## src/include/abdma_pkg.sv

```systemverilog
// Purpose: constants of the bus fabric: address map, slave codes, resets
// Assumes: 32-bit byte addresses, half-open ranges [base, limit)
// Notes: used by the fabric module; the bench repeats the map values itself
package abdma_pkg;
	// boot region, remapped
	localparam logic [31:0] BOOT_BASE     = 32'h0000_0000;
	localparam logic [31:0] BOOT_LIMIT    = 32'h0400_0000;
	// memories
	localparam logic [31:0] ROM_BASE      = 32'h07f0_0000;
	localparam logic [31:0] ROM_LIMIT     = 32'h07f2_8000;
	localparam logic [31:0] OTPREG_BASE   = 32'h07f4_0000;
	localparam logic [31:0] OTPREG_LIMIT  = 32'h07f4_0100;
	localparam logic [31:0] OTPCELL_BASE  = 32'h07f8_0000;
	localparam logic [31:0] OTPCELL_LIMIT = 32'h07f8_3000;
	localparam logic [31:0] RAM_BASE      = 32'h07fc_0000;
	localparam logic [31:0] RAM2_BASE     = 32'h07fc_8000;
	localparam logic [31:0] RAM_LIMIT     = 32'h07fd_0000;
	// link layer registers, radio power domain
	localparam logic [31:0] LINK_BASE     = 32'h4000_0000;
	localparam logic [31:0] LINK_LIMIT    = 32'h4000_1000;
	// narrow bridge windows
	localparam logic [31:0] PMU_BASE      = 32'h5000_0000;
	localparam logic [31:0] WKUP_BASE     = 32'h5000_0100;
	localparam logic [31:0] QDEC_BASE     = 32'h5000_0200;
	localparam logic [31:0] QDEC_LIMIT    = 32'h5000_0300;
	localparam logic [31:0] SER1_BASE     = 32'h5000_1000;
	localparam logic [31:0] SER2_BASE     = 32'h5000_1100;
	localparam logic [31:0] SPI_BASE      = 32'h5000_1200;
	localparam logic [31:0] I2C_BASE      = 32'h5000_1300;
	localparam logic [31:0] I2C_LIMIT     = 32'h5000_1400;
	// wide bridge windows, timers power domain
	localparam logic [31:0] TIM1_BASE     = 32'h5000_4000;
	localparam logic [31:0] TIM_LIMIT     = 32'h5000_4200;
	// boot remap encodings
	localparam logic [1:0]  REMAP_ROM     = 2'h0;
	localparam logic [1:0]  REMAP_OTP     = 2'h1;
	localparam logic [1:0]  REMAP_RAM     = 2'h2;
	// bus priority: 0 processor first, 1 dma first
	localparam logic        PRIO_RESET    = 1'h0;
	// slave select one-hot positions
	localparam int SEL_ROM     = 0;
	localparam int SEL_OTPREG  = 1;
	localparam int SEL_OTPCELL = 2;
	localparam int SEL_RAM1    = 3;
	localparam int SEL_RAM2    = 4;
	localparam int SEL_LINK    = 5;
	localparam int SEL_NARROW  = 6;
	localparam int SEL_WIDE    = 7;
	localparam int SEL_W       = 8;
	// grant codes
	typedef enum logic [1:0] {
		GNT_NONE = 2'b00,
		GNT_CPU  = 2'b01,
		GNT_DMA  = 2'b10
	} abdma_gnt_t;
	typedef enum logic [1:0] {
		ST_IDLE  = 2'b00,
		ST_DATA  = 2'b01,
		ST_ERR1  = 2'b10,
		ST_ERR2  = 2'b11
	} abdma_st_t;
endpackage

```

## src/verilog/abdma_fabric.sv

```systemverilog
// Purpose: master arbiter and address decoder of the system bus
// Assumes: single-beat requests held until granted; slaves answer with ready/resp
// Notes:
// Contract
// - at most one master granted at once
// - priority select level, processor first while it is low
// - processor or dma master; memories are slaves
// - boot region remapped to rom, otp or ram
// - rom window decoded
// - otp control register window decoded
// - otp cell array window decoded
// - 64 kB ram in two 32 kB banks
// - link-layer register window over ahb
// - pmu and clock window on narrow bridge
// - wake-up window on narrow bridge
// - step-counter window on narrow bridge
// - first serial port on narrow bridge
// - second serial port on narrow bridge
// - spi window on narrow bridge
// - i2c window on narrow bridge
// - timers reached via wide bridge
// - narrow bridge serves system peripherals; link layer has its own select
`timescale 1ns/10ps
`default_nettype none
module abdma_fabric (
	// clock and reset
	input  wire logic        sys_clk,
	input  wire logic        rst_n,
	// configuration levels
	input  wire logic        bus_priority_select,
	input  wire logic [1:0]  boot_remap_select,
	// processor request
	input  wire logic        cpu_req,
	input  wire logic [31:0] cpu_addr,
	// dma request
	input  wire logic        dma_req,
	input  wire logic [31:0] dma_addr,
	// slave answer
	input  wire logic        slv_ready,
	input  wire logic        slv_err,
	// grant and done back to masters
	output logic             cpu_gnt,
	output logic             dma_gnt,
	output logic             xfer_done,
	output logic             xfer_err,
	// address phase toward slaves
	output logic [31:0]      slv_addr,
	output logic [7:0]       slv_sel
);
	typedef struct packed {
		abdma_pkg::abdma_gnt_t gnt;
		abdma_pkg::abdma_st_t  st;
		logic [31:0]           addr;
		logic [7:0]            sel;
		logic                  done;
		logic                  err;
	} abdma_state_t;

	abdma_state_t st_ff;
	abdma_state_t nxt_st;

	// address decode, used for both masters
	function automatic logic [7:0] abdma_decode(input logic [31:0] a, input logic [1:0] rm);
		logic [7:0] s;
		s = 8'h00;
		if (a < abdma_pkg::BOOT_LIMIT) begin
			case (rm)
				abdma_pkg::REMAP_ROM: s[abdma_pkg::SEL_ROM] = 1'b1;
				abdma_pkg::REMAP_OTP: s[abdma_pkg::SEL_OTPCELL] = 1'b1;
				abdma_pkg::REMAP_RAM: s[abdma_pkg::SEL_RAM1] = 1'b1;
				default: s = 8'h00;
			endcase
		end
		else if (a >= abdma_pkg::ROM_BASE && a < abdma_pkg::ROM_LIMIT)
			s[abdma_pkg::SEL_ROM] = 1'b1;
		else if (a >= abdma_pkg::OTPREG_BASE && a < abdma_pkg::OTPREG_LIMIT)
			s[abdma_pkg::SEL_OTPREG] = 1'b1;
		else if (a >= abdma_pkg::OTPCELL_BASE && a < abdma_pkg::OTPCELL_LIMIT)
			s[abdma_pkg::SEL_OTPCELL] = 1'b1;
		else if (a >= abdma_pkg::RAM_BASE && a < abdma_pkg::RAM2_BASE)
			s[abdma_pkg::SEL_RAM1] = 1'b1;
		else if (a >= abdma_pkg::RAM2_BASE && a < abdma_pkg::RAM_LIMIT)
			s[abdma_pkg::SEL_RAM2] = 1'b1;
		else if (a >= abdma_pkg::LINK_BASE && a < abdma_pkg::LINK_LIMIT)
			s[abdma_pkg::SEL_LINK] = 1'b1;
		else if (a >= abdma_pkg::PMU_BASE && a < abdma_pkg::QDEC_LIMIT)
			s[abdma_pkg::SEL_NARROW] = 1'b1;
		// serial ports; spi; i2c; shared bridge
		else if (a >= abdma_pkg::SER1_BASE && a < abdma_pkg::I2C_LIMIT)
			s[abdma_pkg::SEL_NARROW] = 1'b1;
		else if (a >= abdma_pkg::TIM1_BASE && a < abdma_pkg::TIM_LIMIT)
			s[abdma_pkg::SEL_WIDE] = 1'b1;
		// gaps fall through with no select
		return s;
	endfunction

	// next state: arbitrate when idle, wait for slave, or answer error
	always_comb begin
		logic dma_wins;
		dma_wins = 1'b0;
		nxt_st = st_ff;
		nxt_st.done = 1'b0;
		nxt_st.err = 1'b0;
		case (st_ff.st)
			abdma_pkg::ST_IDLE: begin
				dma_wins = dma_req && (!cpu_req || bus_priority_select);
				if (dma_wins) begin
					nxt_st.gnt = abdma_pkg::GNT_DMA;
					nxt_st.addr = dma_addr;
					nxt_st.sel = abdma_decode(dma_addr, boot_remap_select);
				end else if (cpu_req) begin
					nxt_st.gnt = abdma_pkg::GNT_CPU;
					nxt_st.addr = cpu_addr;
					nxt_st.sel = abdma_decode(cpu_addr, boot_remap_select);
				end
				if (dma_wins || cpu_req) begin
					// empty select goes to two-cycle error
					if (nxt_st.sel == 8'h00)
						nxt_st.st = abdma_pkg::ST_ERR1;
					else
						nxt_st.st = abdma_pkg::ST_DATA;
				end
			end
			abdma_pkg::ST_DATA: begin
				if (slv_ready) begin
					nxt_st.st = abdma_pkg::ST_IDLE;
					nxt_st.gnt = abdma_pkg::GNT_NONE;
					nxt_st.sel = 8'h00;
					nxt_st.done = 1'b1;
					nxt_st.err = slv_err;
				end
			end
			abdma_pkg::ST_ERR1: begin
				nxt_st.st = abdma_pkg::ST_ERR2;
				nxt_st.err = 1'b1;
			end
			abdma_pkg::ST_ERR2: begin
				nxt_st.st = abdma_pkg::ST_IDLE;
				nxt_st.gnt = abdma_pkg::GNT_NONE;
				nxt_st.done = 1'b1;
				nxt_st.err = 1'b1;
			end
			default: nxt_st.st = abdma_pkg::ST_IDLE;
		endcase
	end

	// registered state, synchronous reset
	always_ff @(posedge sys_clk) begin
		if (!rst_n) begin
			st_ff <= '0;
		end else begin
			st_ff <= nxt_st;
		end
	end

	// outputs straight from the state register; grant codes are one-hot, one flop each
	assign cpu_gnt   = st_ff.gnt[0];
	assign dma_gnt   = st_ff.gnt[1];
	assign xfer_done = st_ff.done;
	assign xfer_err  = st_ff.err;
	assign slv_addr  = st_ff.addr;
	assign slv_sel   = st_ff.sel;

	// checks: arbitration, decode windows, error path
	// never both granted
	a_single_grant: assert property (@(posedge sys_clk) disable iff (!rst_n)
		!(cpu_gnt && dma_gnt))
		else $error("both masters granted");

	// processor first when select is low
	a_prio_order: assert property (@(posedge sys_clk) disable iff (!rst_n)
		(st_ff.st == abdma_pkg::ST_IDLE && cpu_req && dma_req && !bus_priority_select)
		|=> cpu_gnt)
		else $error("processor lost priority");

	// dma first when select is high
	a_prio_dma: assert property (@(posedge sys_clk) disable iff (!rst_n)
		(st_ff.st == abdma_pkg::ST_IDLE && cpu_req && dma_req && bus_priority_select)
		|=> dma_gnt)
		else $error("dma lost priority");

	a_sel_grant: assert property (@(posedge sys_clk) disable iff (!rst_n)
		(slv_sel != 8'h00) |-> (cpu_gnt || dma_gnt))
		else $error("slave selected without grant");

	a_rom_hit: assert property (@(posedge sys_clk) disable iff (!rst_n)
		(st_ff.st == abdma_pkg::ST_DATA && slv_addr >= abdma_pkg::ROM_BASE
		&& slv_addr < abdma_pkg::ROM_LIMIT) |-> slv_sel == 8'h01)
		else $error("rom window missed");

	a_otpreg_hit: assert property (@(posedge sys_clk) disable iff (!rst_n)
		(st_ff.st == abdma_pkg::ST_DATA && slv_addr >= abdma_pkg::OTPREG_BASE
		&& slv_addr < abdma_pkg::OTPREG_LIMIT) |-> slv_sel == 8'h02)
		else $error("otp register window missed");

	a_otpcell_hit: assert property (@(posedge sys_clk) disable iff (!rst_n)
		(st_ff.st == abdma_pkg::ST_DATA && slv_addr >= abdma_pkg::OTPCELL_BASE
		&& slv_addr < abdma_pkg::OTPCELL_LIMIT) |-> slv_sel == 8'h04)
		else $error("otp cell window missed");

	a_ram_one: assert property (@(posedge sys_clk) disable iff (!rst_n)
		(st_ff.st == abdma_pkg::ST_DATA && slv_addr >= abdma_pkg::RAM_BASE
		&& slv_addr < abdma_pkg::RAM2_BASE) |-> slv_sel == 8'h08)
		else $error("ram bank one missed");

	a_ram_bank: assert property (@(posedge sys_clk) disable iff (!rst_n)
		(st_ff.st == abdma_pkg::ST_DATA && slv_addr >= abdma_pkg::RAM2_BASE
		&& slv_addr < abdma_pkg::RAM_LIMIT) |-> slv_sel == 8'h10)
		else $error("ram bank two missed");

	a_link_hit: assert property (@(posedge sys_clk) disable iff (!rst_n)
		(st_ff.st == abdma_pkg::ST_DATA && slv_addr >= abdma_pkg::LINK_BASE
		&& slv_addr < abdma_pkg::LINK_LIMIT) |-> slv_sel == 8'h20)
		else $error("link window missed");

	a_pmu_hit: assert property (@(posedge sys_clk) disable iff (!rst_n)
		(st_ff.st == abdma_pkg::ST_DATA && slv_addr >= abdma_pkg::PMU_BASE
		&& slv_addr < abdma_pkg::WKUP_BASE) |-> slv_sel == 8'h40)
		else $error("pmu window missed");

	a_wkup_hit: assert property (@(posedge sys_clk) disable iff (!rst_n)
		(st_ff.st == abdma_pkg::ST_DATA && slv_addr >= abdma_pkg::WKUP_BASE
		&& slv_addr < abdma_pkg::QDEC_BASE) |-> slv_sel == 8'h40)
		else $error("wake-up window missed");

	a_step_hit: assert property (@(posedge sys_clk) disable iff (!rst_n)
		(st_ff.st == abdma_pkg::ST_DATA && slv_addr >= abdma_pkg::QDEC_BASE
		&& slv_addr < abdma_pkg::QDEC_LIMIT) |-> slv_sel == 8'h40)
		else $error("step counter window missed");

	a_ser1_hit: assert property (@(posedge sys_clk) disable iff (!rst_n)
		(st_ff.st == abdma_pkg::ST_DATA && slv_addr >= abdma_pkg::SER1_BASE
		&& slv_addr < abdma_pkg::SER2_BASE) |-> slv_sel == 8'h40)
		else $error("first serial window missed");

	a_ser2_hit: assert property (@(posedge sys_clk) disable iff (!rst_n)
		(st_ff.st == abdma_pkg::ST_DATA && slv_addr >= abdma_pkg::SER2_BASE
		&& slv_addr < abdma_pkg::SPI_BASE) |-> slv_sel == 8'h40)
		else $error("second serial window missed");

	a_spi_hit: assert property (@(posedge sys_clk) disable iff (!rst_n)
		(st_ff.st == abdma_pkg::ST_DATA && slv_addr >= abdma_pkg::SPI_BASE
		&& slv_addr < abdma_pkg::I2C_BASE) |-> slv_sel == 8'h40)
		else $error("spi window missed");

	a_i2c_hit: assert property (@(posedge sys_clk) disable iff (!rst_n)
		(st_ff.st == abdma_pkg::ST_DATA && slv_addr >= abdma_pkg::I2C_BASE
		&& slv_addr < abdma_pkg::I2C_LIMIT) |-> slv_sel == 8'h40)
		else $error("i2c window missed");

	// narrow bridge only for its own windows
	a_narrow_only: assert property (@(posedge sys_clk) disable iff (!rst_n)
		(st_ff.st == abdma_pkg::ST_DATA && slv_sel == 8'h40) |->
		((slv_addr >= abdma_pkg::PMU_BASE && slv_addr < abdma_pkg::QDEC_LIMIT)
		|| (slv_addr >= abdma_pkg::SER1_BASE && slv_addr < abdma_pkg::I2C_LIMIT)))
		else $error("narrow bridge selected outside its windows");

	a_wide_hit: assert property (@(posedge sys_clk) disable iff (!rst_n)
		(st_ff.st == abdma_pkg::ST_DATA && slv_addr >= abdma_pkg::TIM1_BASE
		&& slv_addr < abdma_pkg::TIM_LIMIT) |-> slv_sel == 8'h80)
		else $error("timer window missed");

	// error answer two cycles, then done
	a_gap_error: assert property (@(posedge sys_clk) disable iff (!rst_n)
		(st_ff.st == abdma_pkg::ST_ERR1) |-> (slv_sel == 8'h00)
		##1 (xfer_err && !xfer_done) ##1 (xfer_err && xfer_done))
		else $error("gap access not errored");

	// remap to ram selects bank one
	a_remap_ram: assert property (@(posedge sys_clk) disable iff (!rst_n)
		(st_ff.st == abdma_pkg::ST_IDLE && cpu_req && !dma_req
		&& cpu_addr < abdma_pkg::BOOT_LIMIT && boot_remap_select == abdma_pkg::REMAP_RAM)
		|=> slv_sel == 8'h08)
		else $error("boot remap to ram wrong");

	a_remap_rom: assert property (@(posedge sys_clk) disable iff (!rst_n)
		(st_ff.st == abdma_pkg::ST_IDLE && cpu_req && !dma_req
		&& cpu_addr < abdma_pkg::BOOT_LIMIT && boot_remap_select == abdma_pkg::REMAP_ROM)
		|=> slv_sel == 8'h01)
		else $error("boot remap to rom wrong");

	a_remap_otp: assert property (@(posedge sys_clk) disable iff (!rst_n)
		(st_ff.st == abdma_pkg::ST_IDLE && cpu_req && !dma_req
		&& cpu_addr < abdma_pkg::BOOT_LIMIT && boot_remap_select == abdma_pkg::REMAP_OTP)
		|=> slv_sel == 8'h04)
		else $error("boot remap to otp wrong");

	a_remap_none: assert property (@(posedge sys_clk) disable iff (!rst_n)
		(st_ff.st == abdma_pkg::ST_IDLE && cpu_req && !dma_req
		&& cpu_addr < abdma_pkg::BOOT_LIMIT && boot_remap_select == 2'h3)
		|=> (slv_sel == 8'h00 && st_ff.st == abdma_pkg::ST_ERR1))
		else $error("unused remap code not errored");

	// data phase always has a target
	a_data_sel: assert property (@(posedge sys_clk) disable iff (!rst_n)
		(st_ff.st == abdma_pkg::ST_DATA) |-> (slv_sel != 8'h00))
		else $error("data phase with no slave");

	a_idle_free: assert property (@(posedge sys_clk) disable iff (!rst_n)
		(st_ff.st == abdma_pkg::ST_IDLE) |-> (!cpu_gnt && !dma_gnt))
		else $error("grant held while idle");

	// one master owns every busy cycle
	a_busy_grant: assert property (@(posedge sys_clk) disable iff (!rst_n)
		(st_ff.st != abdma_pkg::ST_IDLE) |-> (cpu_gnt || dma_gnt))
		else $error("busy with no grant");

	a_done_pulse: assert property (@(posedge sys_clk) disable iff (!rst_n)
		xfer_done |=> !xfer_done)
		else $error("done held too long");

	a_done_release: assert property (@(posedge sys_clk) disable iff (!rst_n)
		xfer_done |-> (!cpu_gnt && !dma_gnt && slv_sel == 8'h00))
		else $error("bus not released on done");

	a_err_hold: assert property (@(posedge sys_clk) disable iff (!rst_n)
		(st_ff.st == abdma_pkg::ST_ERR2) |-> (slv_sel == 8'h00 && xfer_err))
		else $error("error phase wrong");

	// lone processor request carries its address
	a_addr_cpu: assert property (@(posedge sys_clk) disable iff (!rst_n)
		(st_ff.st == abdma_pkg::ST_IDLE && cpu_req && !dma_req)
		|=> (cpu_gnt && slv_addr == $past(cpu_addr)))
		else $error("processor address not passed");

	// lone dma request carries its address
	a_addr_dma: assert property (@(posedge sys_clk) disable iff (!rst_n)
		(st_ff.st == abdma_pkg::ST_IDLE && dma_req && !cpu_req)
		|=> (dma_gnt && slv_addr == $past(dma_addr)))
		else $error("dma address not passed");
endmodule
`default_nettype wire
```

## config.mk

```make
export PLATFORM = sky130hd
export DESIGN_NAME = abdma_fabric
export DESIGN_NICKNAME = d
export VERILOG_FILES = /design/src/include/abdma_pkg.sv /design/src/verilog/abdma_fabric.sv
export SDC_FILE = /design/constraint.sdc
export NUM_CORES = 1
export LEC_CHECK = 0
export ABC_CLOCK_PERIOD_IN_PS = 2500
export BUFFER_PORTS_ARGS = -buffer_cell sky130_fd_sc_hd__buf_2
export CORE_MARGIN = 4
export CORE_UTILIZATION = 45
export CTS_CLUSTER_DIAMETER = 80
export DETAILED_ROUTE_END_ITERATION = 8
export PLACE_DENSITY = 0.74
export SLEW_MARGIN = 10
export SYNTH_ARGS = -nofsm -noshare
export SYNTH_HDL_FRONTEND = slang
export SYNTH_SLANG_ARGS = --single-unit
```

## constraint.sdc

```tcl
create_clock -name sys_clk -period 2.5 [get_ports sys_clk]
set_input_delay 0.125 -clock sys_clk [delete_from_list [all_inputs] [get_ports sys_clk]]
set_output_delay 0.125 -clock sys_clk [all_outputs]
set_load 0.1 [all_outputs]
```

# Yosys cells after proc, flatten, opt, wreduce, memory -nomap -nowiden
# Index checks and enable logic that the tools add are counted.
[totals]
regBits = 46
latchBits = 0
ram_bits = 0
rom_bits = 0
input_bits = 73
word_cells = 137
mem_count = 0
[op_classes]
addsub = 0
mul = 0
div_mod_pow = 0
n_lt_le_gt_ge = 38
eq_ne = 8
n_shift = 0
n_mux = 53
n_bitwise = 0
reduce_logical = 32
[ops]
columns = ["cell", "count"]
rows = [
  ["32-bit by 27-bit less-than comparator with 1-bit output, second input constant", 12],
  ["32-bit by 27-bit >= comparator with 1-bit output, second input constant", 10],
  ["32-bit by 31-bit >= comparator with 1-bit output, second input constant", 8],
  ["32-bit by 31-bit less-than comparator with 1-bit output, second input constant", 8],
  ["40-bit 2-to-1 mux", 3],
  ["1-bit 2-to-1 mux", 25],
  ["1-bit logical AND", 19],
  ["8-bit 2-to-1 mux", 2],
  ["8-bit one-hot mux with 2 select lines", 1],
  ["7-bit 2-to-1 mux", 2],
  ["2-bit 2-to-1 mux", 6],
  ["4-bit 2-to-1 mux", 3],
  ["6-bit 2-to-1 mux", 2],
  ["10-bit 2-to-1 mux", 1],
  ["5-bit 2-to-1 mux", 2],
  ["8-bit logical NOT", 1],
  ["2-bit one-hot mux with 4 select lines", 1],
  ["2-bit equality test, second input constant", 3],
  ["3-bit 2-to-1 mux", 2],
  ["2-bit one-hot mux with 3 select lines", 1],
  ["2-bit AND reduction", 3],
  ["2-bit by 1-bit equality test with 1-bit output, second input constant", 2],
  ["2-bit logical NOT", 2],
  ["2-bit != test, second input constant", 2],
  ["other kinds (8)", 10],
]

# Depth between registers and ports, before layout
# Gate-level depths: netlist of run 1.
[depth]
ltp_word = 19
mapped_depth = 8
depth_no_buf = 7

# Least setup slack after synthesis of run 1
# OpenSTA, ideal clock, no wires.
[synth_path]
kind = "input to register"
from = "input port dma_req"
to = "register st_ff[42] (netlist bit)"
setup_ns = 0.116
arrival_ns = 1.599
setup_slack_ns = 0.786
path_stages = 7
n_path_buf = 1
cell_sequence = "buf_4 > a21boi_1 > and3_1 > a221oi_2 > nand3_1 > or4_4 > a31o_1"
[synth_via]
elab_chain_cells = 7
word_cells_on_any_way = 10
[synth_rtl]
columns = ["element", "line_no", "text"]
rows = [
  ["start, declared", "abdma_fabric.sv:36", "input wire logic dma_req,"],
  ["1-bit logical AND *", "abdma_fabric.sv:106", "dma_wins = dma_req && (!cpu_req || bus_priority_select);"],
  ["40-bit 2-to-1 mux", "abdma_fabric.sv:107", "if (dma_wins) begin"],
  ["40-bit 2-to-1 mux", "abdma_fabric.sv:104", "case (st_ff.st)"],
  ["8-bit logical NOT", "abdma_fabric.sv:118", "if (nxt_st.sel == 8'h00)"],
  ["2-bit 2-to-1 mux", "abdma_fabric.sv:118", ""],
  ["2-bit 2-to-1 mux", "abdma_fabric.sv:116", "if (dma_wins || cpu_req) begin"],
  ["2-bit one-hot mux with 4 select lines", "abdma_fabric.sv:104", ""],
  ["end signal, assigned", "abdma_fabric.sv:152", "st_ff <= nxt_st;"],
  ["end, declared", "abdma_fabric.sv:59", "abdma_state_t st_ff;"],
]
# Mark *: on every way between the ends. The rest lies on a longest branch, timed or not. The select of a mux whose other input is x is not followed.
# A chain may end at the register's enable or synchronous reset.

# Final worst setup path of run 1
[layout_path]
from = "register st_ff, in the netlist slv_sel[1]"
to = "register st_ff[43] (netlist bit)"
[layout_via]
elab_chain_cells = 7
[layout_rtl]
columns = ["element", "line_no", "text"]
rows = [
  ["40-bit 2-to-1 mux", "abdma_fabric.sv:111", "end else if (cpu_req) begin"],
  ["40-bit 2-to-1 mux", "abdma_fabric.sv:107", ""],
  ["40-bit 2-to-1 mux", "abdma_fabric.sv:104", ""],
  ["8-bit logical NOT", "abdma_fabric.sv:118", ""],
  ["2-bit 2-to-1 mux", "abdma_fabric.sv:118", ""],
  ["2-bit 2-to-1 mux", "abdma_fabric.sv:116", ""],
  ["2-bit one-hot mux with 4 select lines", "abdma_fabric.sv:104", ""],
]
# Every way passes these cells. The select of a mux whose other input is x is not followed.

==> run summary, run 1 <==
crit end category - register
Antenna Nets Post-Route - 0
Final Routed Wirelength - 9730 um
CTS tree - built
ANT cells - 0
CP max-delay cell - or4_4
max incr delay on CP - 0.53 ns
Worst R2R Start - slv_sel[1]$_SDFFE_PN0P_
core area - 6030 um^2
#FFs+latches synth - 46
top_reg_cell synth - dfxtp_1
vias in the first global route - 2935
Final GP Congestion - 0.942
Die W - 87.3 um
Mapped Area - 2830 um^2
grt ovf - 0
first-pass GRT wire length - 15100 um
Clock Skews - 0.00859 ns
nets - 511
Post-synth EDFFs - 0
final worst-path cycle share - 77.6%
crit-path max FO - 3
leakage power - 1.45 nW
I/O pin count - 117
Crit path buffers/inverters - 0
Slew Limit Fails - 0
Worst Path Required - 2.70 ns
fillcell total - 633
synthesized net count - 442
post-synth cell types - 48
PwrDens - 859 nW/um^2
htree depth - 2
Clock Sink Count - 46
Synth top cells by count - nor2_1, dfxtp_1, buf_4
worst slew pin tran - 0.604 ns
FF-to-FF End - st_ff[43]$_SDFFE_PN0P_
Mapped Cells - 369
worst r2r path cells - 6
synthesized area per cell - 7.67 um^2
DP Area - 3170 um^2
die footprint - 7620 um^2
CTS Hold Buffers Added - 0
hold_sp - dma_addr[3]
Initial Util - 46.9%
CTS buffer count - 5
Final Cell Area - 3240 um^2
DRC errors left - 0
Top delay family on crit path - simple AND/OR/NAND/NOR gates
CP cell instances - nor2b_1 -> a41o_2 -> a21oi_1 -> nand3_1 -> or4_4 -> o41ai_2
DRT Pass-1 Iters - 5
max-capacitance violation count - 0
drt wl/cell - 19.0 um
Skew-Pair Late Insertion Delay - 0.30 ns
area grow syn2layout - 14.6%
All-Layer GR Usage - 25.0%
initial DRC count - 178
fraction of registers with async set or reset after synthesis - 0%
Die Height - 87.3 um
Worst-path clk slew - 0.09 ns
CTS Buffer Depth - 2
outcome - finished clean
highest ir drop seen on vdd - 557 uV
Max Fclk - 515 MHz
hold path cells - 3
DP HPWL - 7550 um
post_cts resized - 0
crit path launch - slv_sel[1]$_SDFFE_PN0P_
Vias per Instance - 6.00
Final setup viols - 0
R2R setup slack - 0.56 ns
register area share after synthesis - 32.6%
CTS root buf - clkbuf_8
fin crit period - 1.94 ns
critical path class - register to register
HP Class - input port to register
initial antenna violation count - 0
Endpoint, Worst Hold - slv_addr[3]$_SDFFE_PN0P_
DR vias - 3076
layout cell share with drive strength beyond 1 - 32.4%
Yosys warnings - 0
RSZ-0062 raised after global routing - false
Synth top area share - 32.6%
arrival time at the worst endpoint - 2.14 ns
Port Buf Inserts - 116
Std-Cell Rows - 28
Synth area leaders - dfxtp_1, buf_4, nor2_1, o221ai_1, nor3_1
final hold vios - 0
Yosys top cell by area - dfxtp_1
startpoint types - register
count leader, synth - nor2_1
final setup TNS - 0 ns
Setup Buffers After CTS - 0
Max-Slew Margin vs Limit - 59.6%
pin count of the biggest net entering global routing - 37
==> registers in the layout, indices dropped and copies added (netlist names) <==
register	cells
slv_sel	8
slv_addr	32
dma_gnt	1
cpu_gnt	1
xfer_done	1
st_ff	2
xfer_err	1
==> worst reg2reg max path: stages (launching register included) <==
cell and delay [ns]:
dfxtp_1 0.33, nor2b_1 0.14, a41o_2 0.25, a21oi_1 0.24
nand3_1 0.12, or4_4 0.53, o41ai_2 0.23
==> layer usage <==
layer	routed length [um]	global-route usage, %
met3	994	5.58
met1	3980	33.5
met4	181	7.95
met2	4580	39.8
met5	0	0
==> cell families after synthesis <==
family	count (synthesis)	share of synthesized area (%)
buf+inv	65	14.5
simple gates	181	32.4
mux	1	0.354
flops	46	32.6
compound gates	76	20.2
==> power by group <==
part | total (mW) | switching [mW] | internal [mW] | leakage [nW]
combinational | 1.43 | 1.15 | 0.274 | 1.04
clock | 0.434 | 0.241 | 0.193 | 0.0383
sequential | 0.926 | 0.0774 | 0.849 | 0.380
total | 2.79 | 1.47 | 1.32 | 1.45
==> worst max path at each step <==
stage               cells past startpoint                     end
floorplan                               7  st_ff[42]$_SDFFE_PN0P_
global placement                        7  st_ff[42]$_SDFFE_PN0P_
detailed placement                      8  st_ff[43]$_SDFFE_PN0P_
CTS                                     6  st_ff[43]$_SDFFE_PN0P_
global route                            7  st_ff[43]$_SDFFE_PN0P_
finish                                  6  st_ff[43]$_SDFFE_PN0P_
==> cells in the final DEF, fill, tap and decap left out, drive strengths merged, types with 2 or more instances in the layout <==
cell,count
o22ai,2
or4,3
inv,4
a21boi,2
a211oi,13
o41ai,3
a311oi,4
nor4b,4
a2111oi,2
a31oi,5
nor3,26
and3,15
a221oi,2
o31ai,2
nand2,26
buf,123
nor4,11
a22oi,3
nand3,9
nor2,68
o221ai,14
nand2b,6
clkbuf,7
dfxtp,46
a21oi,14
nand3b,3
o21ai,7
nand4,7
==> area by class of cell <==
| type | instances | area (um^2) | share of cell area [%] |
|---|---|---|---|
| clock buffer | 7 | 76.3 | 2.35 |
| tap | 75 | 93.8 | 2.89 |
| timing repair buffer | 123 | 633 | 19.5 |
| multi-input combinational | 258 | 1500 | 46.4 |
| sequential | 46 | 921 | 28.4 |
| inverter | 4 | 15.0 | 0.463 |
==> through the flow <==
step / hold WS, ns / power (mW) / setup WS [ns] / util (%) / cells
detailed placement: 0.340 / 2.37 / 0.341 / 52.6 / 506
global placement: 0.335 / 2.35 / 0.389 / 52.6 / 506
finish: 0.0343 / 2.79 / 0.560 / 53.8 / 513
CTS: 0.0347 / 2.79 / 0.589 / 53.8 / 513
floorplan: 0.246 / 2.19 / 0.786 / - / 369
global route: 0.0464 / 2.91 / 0.467 / 53.8 / 513
Note: power is estimated with default switching activity, not from simulation.
==> run 2: changes to the inputs <==
--- a/config.mk
+++ b/config.mk
@@ -5,7 +5,7 @@
 export SDC_FILE = /design/constraint.sdc
 export NUM_CORES = 1
 export LEC_CHECK = 0
-export ABC_CLOCK_PERIOD_IN_PS = 2500
+export ABC_CLOCK_PERIOD_IN_PS = 1800
 export BUFFER_PORTS_ARGS = -buffer_cell sky130_fd_sc_hd__buf_2
 export CORE_MARGIN = 4
 export CORE_UTILIZATION = 45
==> constraint.sdc (replaced) <==
create_clock -name sys_clk -period 1.8 [get_ports sys_clk]
set_input_delay 0.09 -clock sys_clk [delete_from_list [all_inputs] [get_ports sys_clk]]
set_output_delay 0.09 -clock sys_clk [all_outputs]
set_load 0.1 [all_outputs]
==> run 2 against run 1 <==
The flow now finishes with violations (negative hold slack). Flip-flop and latch count unchanged. Die area is the same. Clock power is 52% higher. Design area increased by 14%. Largest cell class unchanged. Total power is 45% higher. Utilization up 7.4 points. Largest power group unchanged.
==> run summary, run 2 (synthesis results as in run 1) <==
Worst-path clk slew - 0.08 ns (about the same)
crit-path max FO - 3 (unchanged)
worst r2r path cells - 6 (unchanged)
Placed Cells - 556 (+9.9%)
die footprint - 7620 um^2 (unchanged)
Post-Route Utilization - 61.2% (+7.4 points)
failing checks - negative hold slack
HP Class - input port to register
hold_sp - dma_addr[1]
Skew-Pair Late Insertion Delay - 0.30 ns (about the same)
initial DRC count - 187 (+5.1%)
R2R setup slack - 0.02 ns (-0.54 ns)
RSZ-0062 raised after global routing - true
fillcell total - 625 (-1.3%)
hold_ws - -0.00315 ns (-0.0374 ns)
CTS buffer count - 5 (unchanged)
DRT Pass-1 Iters - 5 (unchanged)
CP max-delay cell - or4_4
All-Layer GR Usage - 26.0% (+1.0 points)
Die Height - 87.3 um (unchanged)
leakage power - 1.72 nW (+18%)
critical path class - register to register
DR vias - 3254 (+5.8%)
CTS Buffer Depth - 2 (unchanged)
Top delay family on crit path - simple AND/OR/NAND/NOR gates
highest ir drop seen on vdd - 771 uV (+38%)
CP Capture Point - st_ff[42]$_SDFFE_PN0P_
PwrDens - 1100 nW/um^2 (+28%)
area grow syn2layout - 30.4%
first-pass GRT wire length - 15500 um (+3.2%)
Initial Util - 46.9% (unchanged)
Max Fclk - 561 MHz (+8.9%)
final worst-path cycle share - 98.9% (+21 points)
startpoint types - register
Crit path buffers/inverters - 0 (unchanged)
hold path cells - 3 (unchanged)
pin count of the biggest net entering global routing - 37 (unchanged)
CP cell instances - nor2b_4 -> a41o_2 -> a21oi_2 -> nand3_1 -> or4_4 -> a31o_1
vias in the first global route - 3222 (+9.8%)
htree depth - 2 (unchanged)
CTS tree - built
Die W - 87.3 um (unchanged)
most frequent cells in the layout - buf_2, nor2_1, buf_4, dfxtp_1, nand2_1
max FFs per register - 32 (unchanged)
drt wl/cell - 18.0 um (-5.1%)
core area - 6030 um^2 (unchanged)
final hold vios - 1 (+1)
grt ovf - 0 (unchanged)
Clock Sink Count - 46 (unchanged)
DRC errors left - 0 (unchanged)
Vias per Instance - 5.76 (-3.9%)
CTS root buf - clkbuf_8
layout cell share with drive strength beyond 1 - 40.8% (+8.4 points)
ANT cells - 0 (unchanged)
Final WS setup - 0.0190 ns (-0.541 ns)
max incr delay on CP - 0.55 ns (+0.02 ns)
final setup TNS - 0 ns (unchanged)
DP HPWL - 8210 um (+8.7%)
commonest non-fill, non-tap cell in the layout - buf_2
Antenna Nets Post-Route - 0 (unchanged)
I/O pin count - 117 (unchanged)
crit end category - register
worst slew pin tran - 0.540 ns (-0.0641 ns)
CP Depth - 6 (unchanged)
Slew Limit Fails - 0 (unchanged)
Tot Pwr - 4.05 mW (+45%)
Max-Slew Margin vs Limit - 63.7% (+4.0 points)
initial antenna violation count - 0 (unchanged)
outcome - finished, violations left
Worst Path Required - 2.00 ns (-0.70 ns)
Cell Count, Final, Fillers Out - 565 (+10%)
Worst R2R Start - slv_sel[1]$_SDFFE_PN0P_
FF-to-FF End - st_ff[42]$_SDFFE_PN0P_
max-capacitance violation count - 0 (unchanged)
dpl ws - -0.216 ns (-0.557 ns)
Port Buf Inserts - 116 (unchanged)
fin crit period - 1.78 ns (-0.159 ns)
Clock Skews - 0.00370 ns (-0.00489 ns)
Final GP Congestion - 0.997 (+5.9%)
arrival time at the worst endpoint - 1.98 ns (-0.16 ns)
Std-Cell Rows - 28 (unchanged)
Final Routed Wirelength - 10200 um (+4.6%)
nets - 562 (+10%)
crit path launch - slv_sel[1]$_SDFFE_PN0P_
Final setup viols - 0 (unchanged)
-- run 2: worst min path at each step --
stage / to / slack, ns
after global routing: slv_addr[1]$_SDFFE_PN0P_ / 0.02
after global placement: slv_addr[3]$_SDFFE_PN0P_ / 0.30
after detailed placement: slv_addr[3]$_SDFFE_PN0P_ / 0.31
after CTS: slv_addr[1]$_SDFFE_PN0P_ / 0.002
final: slv_addr[1]$_SDFFE_PN0P_ / -0.003
after floorplan: slv_addr[10]$_SDFFE_PN0P_ / 0.21
-- run 2: cell type report --
cell class / instances / area [um^2] / area share, %
multi-input cells: 258 / 1540 / 41.6
inverters: 4 / 15.0 / 0.407
well taps: 75 / 93.8 / 2.54
clock inverters: 1 / 5.00 / 0.136
repair buffers: 174 / 1030 / 27.9
flip-flops and latches: 46 / 923 / 25.0
clock buffers: 7 / 86.3 / 2.34
-- run 2: timing repair --
action / 4_1_cts / 5_1_grt
hold buffers: 1 / 0
pin swaps: 0 / 2
endpoints found under the hold margin: 1 / 0
gates resized for setup: 1 / 7
setup endpoints to repair: 2 / 4
buffers inserted: 0 / 0
-- run 2: worst register-to-register path: cells and delay by family, from the launching register on --
| family | cells | cell delay (ns) |
|---|---|---|
| compound gates | 3 | 0.59 |
| simple gates | 3 | 0.75 |
| flops | 1 | 0.34 |
-- run 2: per-layer routing --
metal  wire [um]  GRT usage, %  vias to the layer above
li1            -             -                     1562
met1        4390          33.9                     1523
met2        4770          42.3                      149
met3         795          4.82                       20
met4         220          10.0                        0
met5           0             0                        -
-- run 2: where the power goes --
part / switching (mW) / total (mW) / internal (mW)
clock network: 0.351 / 0.661 / 0.310
logic: 1.66 / 2.14 / 0.478
registers: 0.0755 / 1.25 / 1.18
-- run 2: stage by stage --
stage / area (um^2) / hold slack [ns]
after CTS: 3660 / 0.00161
after global routing: 3690 / 0.0211
after floorplan: 2830 / 0.211
after global placement: 3550 / 0.299
final: 3690 / -0.00315
after detailed placement: 3550 / 0.305
==> run 3: changes to the inputs <==
--- a/config.mk
+++ b/config.mk
@@ -5,13 +5,14 @@
 export SDC_FILE = /design/constraint.sdc
 export NUM_CORES = 1
 export LEC_CHECK = 0
+export ABC_AREA = 1
 export ABC_CLOCK_PERIOD_IN_PS = 1800
 export BUFFER_PORTS_ARGS = -buffer_cell sky130_fd_sc_hd__buf_2
 export CORE_MARGIN = 4
 export CORE_UTILIZATION = 45
 export CTS_CLUSTER_DIAMETER = 80
 export DETAILED_ROUTE_END_ITERATION = 8
-export PLACE_DENSITY = 0.74
+export PLACE_DENSITY = 0.72
 export SLEW_MARGIN = 10
 export SYNTH_ARGS = -nofsm -noshare
 export SYNTH_HDL_FRONTEND = slang
==> constraint.sdc (replaced) <==
create_clock -name sys_clk -period 1.8 [get_ports sys_clk]
set_input_delay 0.09 -clock sys_clk [delete_from_list [all_inputs] [get_ports sys_clk]]
set_output_delay 0.09 -clock sys_clk [all_outputs]
set_load 0.05 [all_outputs]
==> run 3 against run 2 <==
The flow now finishes without violations. Clock-buffer cell count decreased by 2. Critical path depth unchanged. First-iteration DRC count increased by 51%. Worst setup slack improved by 0.27 ns. Die area increased by 13%. Flip-flop and latch count unchanged. Clock skew increased by 0.0030 ns. Sequential share of layout area decreased by 0.75 points. Highest routed layer unchanged.
==> run summary, run 3 <==
Final setup viols - 0 (unchanged)
Final Routed Wirelength - 11000 um (+8.0%)
Std-Cell Rows - 30 (+7.1%)
#FFs+latches synth - 46 (unchanged)
vias in the first global route - 3631 (+13%)
drt wl/cell - 15.7 um (-13%)
Post-synth EDFFs - 0 (unchanged)
most frequent cells in the layout - buf_2, nand2_1, nor2_1, inv_1, dfxtp_1
grt ovf - 0 (unchanged)
HP Class - input port to register
Worst Path Required - 2.03 ns (+0.03 ns)
core area - 6870 um^2 (+14%)
initial DRC count - 282 (+51%)
Clock Skews - 0.00673 ns (+0.00303 ns)
Synth top area share - 28.5% (-4.1 points)
synthesized area per cell - 6.22 um^2 (-19%)
commonest non-fill, non-tap cell in the layout - buf_2
CTS Buffer Depth - 2 (unchanged)
Setup Buffers After CTS - 0 (unchanged)
Initial Util - 47.0% (+0.10 points)
Clock Sink Count - 46 (unchanged)
DRC errors left - 0 (unchanged)
CTS Hold Buffers Added - 0 (-1)
DRT Pass-1 Iters - 5 (unchanged)
ANT cells - 0 (unchanged)
Max Fclk - 660 MHz (+18%)
nets - 678 (+21%)
fin crit period - 1.51 ns (-0.266 ns)
DR vias - 3749 (+15%)
Die Height - 92.7 um (+6.3%)
Slew Limit Fails - 0 (unchanged)
Synth area leaders - dfxtp_1, nand2_1, nor2_1, buf_4, a21oi_1
CP max-delay cell - dfxtp_1
fraction of registers with async set or reset after synthesis - 0% (unchanged)
area grow syn2layout - 17.4%
CTS root buf - clkbuf_8
crit end category - register
highest ir drop seen on vdd - 339 uV (-56%)
hold_ws - 0.0156 ns (+0.0187 ns)
Yosys warnings - 0 (unchanged)
final setup TNS - 0 ns (unchanged)
max-capacitance violation count - 0 (unchanged)
crit-path max FO - 49 (+46)
RSZ-0062 raised after global routing - false
leakage power - 1.90 nW (+10%)
All-Layer GR Usage - 25.4% (-0.60 points)
DP HPWL - 8870 um (+8.1%)
max incr delay on CP - 0.36 ns (-0.19 ns)
Synth top cells by count - nand2_1, nor2_1, inv_1
post_cts resized - 0 (-1)
final hold vios - 0 (-1)
Die W - 92.7 um (+6.3%)
max FFs per register - 32 (unchanged)
Tot Pwr - 3.17 mW (-22%)
layout cell share with drive strength beyond 1 - 25.2% (-16 points)
CP cell instances - nor2_1 -> inv_1 -> nor2_2 -> buf_12 -> o21ai_0 -> a21oi_1
die footprint - 8600 um^2 (+13%)
final worst-path cycle share - 84.2% (-15 points)
arrival time at the worst endpoint - 1.74 ns (-0.24 ns)
PwrDens - 836 nW/um^2 (-24%)
Skew-Pair Late Insertion Delay - 0.29 ns (about the same)
Mapped Area - 3230 um^2 (+14%)
synthesized net count - 593 (+34%)
Mapped Cells - 520 (+41%)
I/O pin count - 117 (unchanged)
critical path class - register to register
Worst-path clk slew - 0.10 ns (+0.02 ns)
startpoint types - register
Port Buf Inserts - 116 (unchanged)
pin count of the biggest net entering global routing - 50 (+35%)
initial antenna violation count - 0 (unchanged)
htree depth - 2 (unchanged)
Max-Slew Margin vs Limit - 66.2% (+2.6 points)
CTS tree - built
Final GP Congestion - 0.944 (-5.3%)
count leader, synth - nand2_1
post-synth cell types - 27 (-44%)
top_reg_cell synth - dfxtp_1
Post-Route Utilization - 55.2% (-6.0 points)
CTS buffer count - 5 (unchanged)
outcome - finished clean
Antenna Nets Post-Route - 0 (unchanged)
worst slew pin tran - 0.505 ns (-0.0355 ns)
first-pass GRT wire length - 17500 um (+13%)
Yosys top cell by area - dfxtp_1
Vias per Instance - 5.34 (-7.3%)
register area share after synthesis - 28.5% (-4.1 points)
run 3: logic make-up (layout without fill, tap and decap cells):
group	after synthesis	in the layout	share of synthesized area, %
simple gates	252	252	32.6
buf+inv	113	199	18.4
flops	46	46	28.5
compound gates	109	109	20.6
run 3: worst paths after layout:
path	cells after the start	start	to	slack, ns
max	6	st_ff[43]$_SDFFE_PN0P_	slv_addr[26]$_SDFFE_PN0P_	0.29
min	3	cpu_addr[1]	slv_addr[1]$_SDFFE_PN0P_	0.02
max reg2reg	6	st_ff[43]$_SDFFE_PN0P_	slv_addr[26]$_SDFFE_PN0P_	0.29
min reg2reg	2	dma_gnt$_SDFFE_PN0P_	dma_gnt$_SDFFE_PN0P_	0.47
run 3: critical path, delay by kind of cell (launching register included):
family	cells	cell delay, ns
AOI/OAI and AO/OA	2	0.30
DFF	1	0.36
and+or+nand+nor	2	0.41
buffers and inverters	2	0.35
run 3: routing by layer:
layer  part of all wire, %  track usage, %
met5                     0               0
met4                   1.3            6.11
met3                   7.5            3.17
met1                    44            33.1
met2                    47            44.6
run 3: layout make-up:
class / count / area, um^2
clock buffers: 5 / 68.8
clock inverters: 3 / 21.3
fillers: 731 / 3080
inverters: 57 / 214
multi-input cells: 361 / 1720
flip-flops and latches: 46 / 921
well taps: 96 / 120
repair buffers: 134 / 728
run 3: power by group:
part           leakage [nW]  switching [mW]  internal (mW)
registers             0.380          0.0658           1.15
logic                  1.48           0.962          0.345
clock network        0.0441           0.372          0.274
total                  1.90            1.40           1.77
run 3: stage by stage:
step,setup WS (ns),area [um^2],cells
floorplan,0.415,3230,520
global placement,0.0862,3700,694
detailed placement,0.0793,3700,694
CTS,0.300,3790,702
global route,0.0659,3790,702
finish,0.285,3790,702
